$ cat config.mk
export PLATFORM = sky130hd
export DESIGN_NAME = rtcnt_timer
export DESIGN_NICKNAME = d
export VERILOG_FILES = /design/src/logic/rtcnt_pkg.sv /design/src/logic/rtcnt_timer.sv
export SDC_FILE = /design/constraint.sdc
export NUM_CORES = 1
export LEC_CHECK = 0
export ABC_AREA = 1
export BUFFER_PORTS_ARGS = -buffer_cell sky130_fd_sc_hd__buf_2
export CAP_MARGIN = 15
export CORE_UTILIZATION = 55
export DETAILED_ROUTE_END_ITERATION = 6
export GPL_TIMING_DRIVEN = 1
export PLACE_DENSITY = 0.79
export SETUP_SLACK_MARGIN = 0.05
export SLEW_MARGIN = 20
export SYNTH_ARGS = -nofsm -noshare
export SYNTH_HDL_FRONTEND = slang
export SYNTH_SLANG_ARGS = --single-unit
$ cat constraint.sdc
create_clock -name ref_clk_in -period 4.9 [get_ports ref_clk_in]
set_clock_uncertainty 0.1 [all_clocks]
set_input_delay 0.49 -clock ref_clk_in [delete_from_list [all_inputs] [get_ports ref_clk_in]]
set_output_delay 0.49 -clock ref_clk_in [all_outputs]
set_load 0.05 [all_outputs]
$ cat src/logic/rtcnt_pkg.sv
package rtcnt_pkg;
	// Register byte offsets
	localparam logic [3:0] OFS_MODE  = 4'h0;
	localparam logic [3:0] OFS_START = 4'h4;
	localparam logic [3:0] OFS_COUNT = 4'h8;
	localparam logic [3:0] OFS_STAT  = 4'hc;
	localparam int         MODE_W    = 13;
	localparam int         CNT_W     = 16;
	// Values after reset
	localparam logic [MODE_W-1:0] MODE_RST  = 13'h0000;
	localparam logic [15:0]       COUNT_RST = 16'h0000;
	// Prescaler taps, counts of base ticks minus one
	localparam logic [4:0] DIV2_LAST  = 5'h01;
	localparam logic [4:0] DIV8_LAST  = 5'h07;
	localparam logic [4:0] DIV32_LAST = 5'h1f;
	// AXI responses
	localparam logic [1:0] RESP_OKAY   = 2'h0;
	localparam logic [1:0] RESP_SLVERR = 2'h2;

	typedef enum logic [1:0] {
		OPM_TIMER = 2'h0,
		OPM_EVENT = 2'h1
	} rtcnt_opm_type;

	typedef enum logic [2:0] {
		CLK_DIV1  = 3'h0,
		CLK_DIV2  = 3'h1,
		CLK_DIV8  = 3'h2,
		CLK_DIV32 = 3'h3,
		CLK_SUB32 = 3'h4
	} rtcnt_clk_type;

	typedef enum logic [1:0] {
		SRC_PIN  = 2'h0,
		SRC_TB2  = 2'h1,
		SRC_PREV = 2'h2,
		SRC_NEXT = 2'h3
	} rtcnt_src_type;

	// Mode register layout, bit 0 upward from op_mode
	typedef struct packed {
		logic          dir_up;
		rtcnt_src_type evt_src;
		rtcnt_clk_type clk_sel;
		logic          free_run;
		logic          dir_pin;
		logic          gate_en;
		logic          edge_pol;
		logic          pulse_en;
		rtcnt_opm_type op_mode;
	} rtcnt_mode_type;
endpackage

$ cat src/logic/rtcnt_timer.sv
`timescale 1ns/10ps
module rtcnt_timer (
	// Clock and reset
	input  wire logic        ref_clk_in,
	input  wire logic        reset_n_in,
	// AXI4-Lite write
	input  wire logic [3:0]  s_awaddr_in,
	input  wire logic        s_awvalid_in,
	output logic             s_awready_out,
	input  wire logic [31:0] s_wdata_in,
	input  wire logic [3:0]  s_wstrb_in,
	input  wire logic        s_wvalid_in,
	output logic             s_wready_out,
	output logic [1:0]       s_bresp_out,
	output logic             s_bvalid_out,
	input  wire logic        s_bready_in,
	// AXI4-Lite read
	input  wire logic [3:0]  s_araddr_in,
	input  wire logic        s_arvalid_in,
	output logic             s_arready_out,
	output logic [31:0]      s_rdata_out,
	output logic [1:0]       s_rresp_out,
	output logic             s_rvalid_out,
	input  wire logic        s_rready_in,
	// Pins and neighbour events
	input  wire logic        channel_input_pin_in,
	input  wire logic        channel_output_pin_in,
	input  wire logic        subclock_in,
	input  wire logic        tb2_event_in,
	input  wire logic        prev_event_in,
	input  wire logic        next_event_in,
	// Outputs
	output logic             channel_output_pin_out,
	output logic             channel_output_oe_n_out,
	output logic             irq_req_out,
	output logic             wrap_event_out
);
	localparam int NSYNC = 6;

	rtcnt_pkg::rtcnt_mode_type mode_q;
	logic                      run_q;
	logic                      started_q;
	logic [15:0]               count_q;
	logic [15:0]               reload_q;
	logic [4:0]                div_q;
	logic [4:0]                sub_div_q;
	logic [NSYNC-1:0]          meta_q;
	logic [NSYNC-1:0]          sync_q;
	logic [NSYNC-1:0]          sync_old_q;
	logic [NSYNC-1:0]          raw_in;
	logic [NSYNC-1:0]          rise;
	logic [NSYNC-1:0]          fall;
	logic                      aw_hold_q;
	logic                      w_hold_q;
	logic [3:0]                awaddr_q;
	logic [31:0]               wdata_q;
	logic [3:0]                wstrb_q;
	logic                      wr_fire;
	logic                      wr_count;
	logic                      presc_tick;
	logic                      gate_ok;
	logic                      src_tick;
	logic                      count_up;
	logic                      cnt_en;
	logic                      underflow;
	logic                      overflow;
	logic                      wrap;
	logic [31:0]               rd_word;
	logic                      rd_hit;
	logic [31:0]               mode_wr;
	logic [31:0]               cnt_wr;

	assign raw_in = {next_event_in, prev_event_in, tb2_event_in,
		subclock_in, channel_output_pin_in, channel_input_pin_in};

	// Two flops on every outside input before use
	genvar g;
	generate
		for (g = 0; g < NSYNC; g++) begin : g_sync
			always_ff @(posedge ref_clk_in or negedge reset_n_in) begin
				if (!reset_n_in) begin
					meta_q[g]     <= 1'b0;
					sync_q[g]     <= 1'b0;
					sync_old_q[g] <= 1'b0;
				end else begin
					meta_q[g]     <= raw_in[g];
					sync_q[g]     <= meta_q[g];
					sync_old_q[g] <= sync_q[g];
				end
			end
			assign rise[g] = sync_q[g] & ~sync_old_q[g];
			assign fall[g] = ~sync_q[g] & sync_old_q[g];
		end
	endgenerate

	function automatic logic [31:0] merge(input logic [31:0] old,
		input logic [31:0] nw, input logic [3:0] strb);
		logic [31:0] res;
		res = old;
		for (int b = 0; b < 4; b++) begin
			if (strb[b]) begin
				res[8*b +: 8] = nw[8*b +: 8];
			end
		end
		return res;
	endfunction

	// Prescaler; the sub-clock is slow, so its edges are counted here
	always_ff @(posedge ref_clk_in or negedge reset_n_in) begin
		if (!reset_n_in) begin
			div_q     <= 5'h00;
			sub_div_q <= 5'h00;
		end else begin
			div_q <= div_q + 5'h01;
			if (rise[2]) begin
				sub_div_q <= sub_div_q + 5'h01;
			end
		end
	end

	always_comb begin
		unique case (mode_q.clk_sel)
			rtcnt_pkg::CLK_DIV1:  presc_tick = 1'b1;
			rtcnt_pkg::CLK_DIV2:
				presc_tick = div_q[0] == rtcnt_pkg::DIV2_LAST[0];
			rtcnt_pkg::CLK_DIV8:
				presc_tick = div_q[2:0] == rtcnt_pkg::DIV8_LAST[2:0];
			rtcnt_pkg::CLK_DIV32:
				presc_tick = div_q == rtcnt_pkg::DIV32_LAST;
			rtcnt_pkg::CLK_SUB32:
				presc_tick = rise[2] && sub_div_q == rtcnt_pkg::DIV32_LAST;
			default:              presc_tick = 1'b0;
		endcase
	end

	// Gate: count only while the input pin sits at the chosen level
	assign gate_ok = !mode_q.gate_en || (sync_q[0] == mode_q.edge_pol);

	always_comb begin
		unique case (mode_q.evt_src)
			rtcnt_pkg::SRC_PIN:
				src_tick = mode_q.edge_pol ? rise[0] : fall[0];
			rtcnt_pkg::SRC_TB2:  src_tick = rise[3];
			rtcnt_pkg::SRC_PREV: src_tick = rise[4];
			rtcnt_pkg::SRC_NEXT: src_tick = rise[5];
		endcase
	end

	assign count_up = (mode_q.op_mode == rtcnt_pkg::OPM_EVENT) &&
		(mode_q.dir_pin ? sync_q[1] : mode_q.dir_up);
	assign cnt_en = run_q && reload_q != 16'h0000 &&
		((mode_q.op_mode == rtcnt_pkg::OPM_TIMER && presc_tick &&
		gate_ok) || (mode_q.op_mode == rtcnt_pkg::OPM_EVENT &&
		src_tick));
	assign underflow = cnt_en && !count_up && count_q == 16'h0000;
	assign overflow  = cnt_en && count_up && count_q == 16'hffff;
	assign wrap = mode_q.free_run &&
		mode_q.op_mode == rtcnt_pkg::OPM_EVENT;

	// Register write path
	assign wr_fire  = aw_hold_q && w_hold_q && !s_bvalid_out;
	assign wr_count = wr_fire && awaddr_q == rtcnt_pkg::OFS_COUNT;
	// A function result cannot be sliced, so merged words get names
	assign mode_wr  = merge(32'(mode_q), wdata_q, wstrb_q);
	assign cnt_wr   = merge({16'h0000, reload_q}, wdata_q, wstrb_q);

	always_ff @(posedge ref_clk_in or negedge reset_n_in) begin
		if (!reset_n_in) begin
			mode_q <= rtcnt_pkg::MODE_RST;
			run_q  <= 1'b0;
		end else if (wr_fire && awaddr_q == rtcnt_pkg::OFS_MODE) begin
			mode_q <= rtcnt_pkg::rtcnt_mode_type'(
				mode_wr[rtcnt_pkg::MODE_W-1:0]);
		end else if (wr_fire && awaddr_q == rtcnt_pkg::OFS_START &&
			wstrb_q[0]) begin
			run_q <= wdata_q[0];
		end
	end

	// First count clock marks the point after which writes hit reload only
	always_ff @(posedge ref_clk_in or negedge reset_n_in) begin
		if (!reset_n_in) begin
			started_q <= 1'b0;
		end else if (!run_q) begin
			started_q <= 1'b0;
		end else if (cnt_en) begin
			started_q <= 1'b1;
		end
	end

	always_ff @(posedge ref_clk_in or negedge reset_n_in) begin
		if (!reset_n_in) begin
			reload_q <= rtcnt_pkg::COUNT_RST;
		end else if (wr_count) begin
			reload_q <= cnt_wr[15:0];
		end
	end

	// Live counter; an early write overrides a count in the same cycle
	always_ff @(posedge ref_clk_in or negedge reset_n_in) begin
		if (!reset_n_in) begin
			count_q <= rtcnt_pkg::COUNT_RST;
		end else if (wr_count && (!run_q || !started_q)) begin
			count_q <= cnt_wr[15:0];
		end else if (underflow) begin
			count_q <= wrap ? 16'hffff : reload_q;
		end else if (overflow) begin
			count_q <= wrap ? 16'h0000 : reload_q;
		end else if (cnt_en) begin
			count_q <= count_up ? count_q + 16'h0001 : count_q - 16'h0001;
		end
	end

	// Outputs: request and neighbour pulse, toggling pin
	always_ff @(posedge ref_clk_in or negedge reset_n_in) begin
		if (!reset_n_in) begin
			irq_req_out            <= 1'b0;
			wrap_event_out         <= 1'b0;
			channel_output_pin_out <= 1'b0;
		end else begin
			irq_req_out    <= underflow || overflow;
			wrap_event_out <= underflow || overflow;
			if (!run_q) begin
				channel_output_pin_out <= 1'b0;
			end else if (mode_q.pulse_en && (underflow || overflow)) begin
				channel_output_pin_out <= !channel_output_pin_out;
			end
		end
	end

	// Pin is driven only as pulse output, never as direction input
	always_ff @(posedge ref_clk_in or negedge reset_n_in) begin
		if (!reset_n_in) begin
			channel_output_oe_n_out <= 1'b1;
		end else begin
			channel_output_oe_n_out <= !(mode_q.pulse_en &&
				!(mode_q.op_mode == rtcnt_pkg::OPM_EVENT &&
				mode_q.dir_pin));
		end
	end

	// AXI4-Lite write channels; address and data taken in either order
	always_ff @(posedge ref_clk_in or negedge reset_n_in) begin
		if (!reset_n_in) begin
			aw_hold_q     <= 1'b0;
			w_hold_q      <= 1'b0;
			awaddr_q      <= 4'h0;
			wdata_q       <= 32'h0000_0000;
			wstrb_q       <= 4'h0;
			s_awready_out <= 1'b1;
			s_wready_out  <= 1'b1;
			s_bvalid_out  <= 1'b0;
			s_bresp_out   <= rtcnt_pkg::RESP_OKAY;
		end else begin
			if (s_awvalid_in && s_awready_out) begin
				aw_hold_q     <= 1'b1;
				awaddr_q      <= {s_awaddr_in[3:2], 2'h0};
				s_awready_out <= 1'b0;
			end
			if (s_wvalid_in && s_wready_out) begin
				w_hold_q     <= 1'b1;
				wdata_q      <= s_wdata_in;
				wstrb_q      <= s_wstrb_in;
				s_wready_out <= 1'b0;
			end
			if (wr_fire) begin
				s_bvalid_out <= 1'b1;
				s_bresp_out  <= awaddr_q == rtcnt_pkg::OFS_STAT ?
					rtcnt_pkg::RESP_SLVERR : rtcnt_pkg::RESP_OKAY;
			end
			if (s_bvalid_out && s_bready_in) begin
				s_bvalid_out  <= 1'b0;
				aw_hold_q     <= 1'b0;
				w_hold_q      <= 1'b0;
				s_awready_out <= 1'b1;
				s_wready_out  <= 1'b1;
			end
		end
	end

	// Read decode
	always_comb begin
		rd_word = 32'h0000_0000;
		rd_hit  = 1'b1;
		unique case ({s_araddr_in[3:2], 2'h0})
			rtcnt_pkg::OFS_MODE:  rd_word = 32'(mode_q);
			rtcnt_pkg::OFS_START: rd_word = {31'h0, run_q};
			rtcnt_pkg::OFS_COUNT: rd_word = {16'h0000, count_q};
			rtcnt_pkg::OFS_STAT:  rd_word = {29'h0,
				channel_output_pin_out, started_q, run_q};
			default:              rd_hit  = 1'b0;
		endcase
	end

	always_ff @(posedge ref_clk_in or negedge reset_n_in) begin
		if (!reset_n_in) begin
			s_arready_out <= 1'b1;
			s_rvalid_out  <= 1'b0;
			s_rdata_out   <= 32'h0000_0000;
			s_rresp_out   <= rtcnt_pkg::RESP_OKAY;
		end else if (s_arvalid_in && s_arready_out) begin
			s_arready_out <= 1'b0;
			s_rvalid_out  <= 1'b1;
			s_rdata_out   <= rd_word;
			s_rresp_out   <= rd_hit ? rtcnt_pkg::RESP_OKAY :
				rtcnt_pkg::RESP_SLVERR;
		end else if (s_rvalid_out && s_rready_in) begin
			s_rvalid_out  <= 1'b0;
			s_arready_out <= 1'b1;
		end
	end
endmodule

==> impl_metrics.ini <==
[timing]
fin_crit_sh_pct = 62.84
fmax_ghz = 0.3247
slew_headroom_pct = 37.57
fin_ws_ns = 1.821
whs_ns = -0.002762
setup_viol = 0
tightest_slew_ns = 0.9363
hold_viol = 1
finalSetupTns_ns = 0
fin_crit_ns = 3.079
slew_viol_final = 0
rsz0062_at_grt = false

[floorplan]
start_util_pct = 57.37
die_area_mm2 = 0.01256
core_area_mm2 = 0.01161
die_w_um = 112.1
io_pins = 102
die_h_um = 112.1
rows = 39

[pwr]
p_sw_w = 0.002422
sw_frac_of_total_pct = 44.86
intPower_w = 0.002977
p_per_area_mw_per_mm2 = 711.4
power_frac_seq_pct = 30.6
ir_worst_vdd_mv = 0.3953
p_comb_share_pct = 44.3
leakage_nw = 4.098
pwr-share-clk_pct = 25.1

[cts]
cts_setup_buffers = 0
cts.sinks = 121
root_buffer = clkbuf_16
cts.repair.resized = 0
numCtsBuffers = 17
cts_tree = done
cts_max_level = 4
hold_buffers = 0
clock_path_buffers = 2
insertion_delay_ns = 0.42
clkTransAtPathRegs_ns = 0.06

[setup_path]
r2r-start = mode_q[5]
path_class = reg2reg
crit_path_end_kind = flip-flop
crit_required_ns = 5.11
start_kind = flip-flop
reg2reg_to = count_q[10]
crit_path_max_fanout = 19
ff2ff_path_depth = 12
reg2reg_slack_ns = 1.82
cp_data_arrival_time_ns = 3.29

[job]
drv_cap = 0

[layout]
nets = 1009
area.sequential_mm2 = 0.003033
syn_to_final_growth_pct = 13.90
multiInputGateArea_mm2 = 0.002982
fillers = 1023
postLayoutCellArea_mm2 = 0.007589
drive_above_1_share_pct = 12.49
fin_util_pct = 65.34
antenna_cells = 0

[global_routing]
antenna_found_initial = 0
overflow = 0
grt_use_total_pct = 27.81
grt_max_degree = 83
grt_pass1_vias = 5419
grt_first_pass_wirelength_um = 27130

[route]
vias = 5724
vias_per_cell = 5.261
wire_per_inst_um = 14.79
first_pass_iters = 7
drt_iter0_markers = 478
wl_um = 16090
drcViolationCount = 4
ant_nets = 0

[synthesis]
syn_inst = 878
synth_top_area_cell = dfrtp_1
synth.distinct_cells = 39
yosys_register_bits = 121
netlist_area_mm2 = 0.006663
yosys_warnings = 0
avgSynthCellArea_um2 = 7.588
synth_top_area_share_pct = 43.94
seq_area_frac_synth_pct = 45.52
synth_area_leaders = dfrtp_1 44%, nand2_1 17%, o21ai_0 7.1%

[run_status]
status = complete, but fails checks
violations = design-rule violations, negative hold slack

[placement]
gp_congestion = 0.9196
placed_area_mm2 = 0.006940
place_worst_setup_slack_ns = 2.014
place.port_buffers = 60
dp_hpwl_um = 11330

[worst_hold_path]
min_path_type = in2async
[cell families (layout without fill, tap and decap cells)]
| kind of cell | after synthesis | count (layout) | synth area share [%] |
|---|---|---|---|
| adders and majority gates | 20 | 20 | 3.869 |
| AOI/OAI and AO/OA | 142 | 142 | 11.44 |
| xor gates and xnor gates | 13 | 13 | 1.709 |
| buffers and inverters | 160 | 209 | 10.74 |
| DFF | 121 | 121 | 45.52 |
| and+or+nand+nor | 421 | 421 | 26.67 |
| other | 1 | 19 | 0.05628 |
[area by class of cell]
cell class,instances,share of cell area (%)
inverter,116,5.754
timing repair buffer,61,4.138
tap,143,2.358
clock inverter,13,2.523
multi-input combinational,615,39.29
clock buffer,19,5.969
sequential,121,39.97
[Yosys cell counts, drive strengths merged]
| master | instances |
|---|---|
| nand2 | 298 |
| dfrtp | 117 |
| inv | 114 |
| o21ai | 104 |
| nand3 | 57 |
| nor2 | 44 |
| buf | 29 |
| a21oi | 23 |
| ha | 19 |
| clkbuf | 15 |
| nand4 | 13 |
| o211ai | 10 |
| xor2 | 10 |
| dfstp | 4 |
| nand3b | 4 |
| xnor2 | 3 |
| a21o | 2 |
| clkinv | 2 |
| nor3 | 2 |
| o21a | 2 |
| or2 | 2 |
| and3 | 1 |
| conb | 1 |
| fa | 1 |
| o22ai | 1 |
[power by group through the flow]
stage	clock network (W)	registers, W	logic (W)
final	0.00135	0.00165	0.00239
after global routing	0.00140	0.00169	0.00270
after CTS	0.00136	0.00164	0.00237
after detailed placement	0	0.00166	0.00234
after global placement	0	0.00165	0.00230
after floorplan	0	0.00180	0.00162
[state kept, by name, indices dropped and copies added (netlist names), 2 cells and up]
name         flops
wdata_q         16
s_rdata_out     16
meta_q           6
sub_div_q        5
count_q         16
wstrb_q          2
div_q            5
reload_q        16
sync_q           6
awaddr_q         2
mode_q          13
sync_old_q       5
[metrics by stage]
step / total power (W) / instances
floorplan: 0.003419 / 896
global placement: 0.003950 / 1056
detailed placement: 0.003995 / 1056
CTS: 0.005377 / 1088
global route: 0.005801 / 1088
finish: 0.005399 / 1088
[placed cells by master (no fill, tap or decap), drive strengths merged, types with 2 or more instances in the layout]
cell type  Yosys  final
nand3         57     57
bufinv         0      4
nor2          44     44
o211ai        10     10
dfrtp        117    117
nand4         13     13
o21ai        104    104
nor3           2      2
a21o           2      2
clkbuf        15     19
conb           1     19
dfstp          4      4
nand3b         4      4
clkinv         2      5
ha            19     19
o21a           2      2
inv          114    117
clkinvlp       0      3
a21oi         23     23
xor2          10     10
xnor2          3      3
buf           29     61
or2            2      2
nand2        298    298
[per-layer routing]
layer | GRT usage (%) | wire, um | part of all wire [%]
met1 | 38.73 | 7392 | 46
met2 | 42.07 | 7192 | 45
met3 | 5.670 | 1081 | 6.7
met4 | 12.98 | 422 | 2.6
met5 | 0 | 0 | 0
[how the worst max path moves through the flow]
stage	start	end	slack [ns]	cells after the start
final	mode_q[5]	count_q[10]	1.82	12
after global placement	mode_q[5]	count_q[13]	2.02	12
after floorplan	mode_q[5]	count_q[10]	2.44	12
after global routing	mode_q[5]	count_q[10]	1.59	12
after detailed placement	mode_q[5]	count_q[10]	2.01	12
after CTS	mode_q[5]	count_q[10]	1.93	12
[worst max-delay path, stage by stage (launching register included)]
cell      delay [ns]
dfrtp_1         0.41
inv_2           0.06
o21ai_2         0.73
ha_1            0.43
a21oi_1         0.29
o21ai_0         0.20
nand2_1         0.09
nand3b_1        0.09
or2_2           0.28
nand3_1         0.11
nand2_1         0.07
nand2_1         0.05
nand2_1         0.04
(Power assumes the default switching activity.)
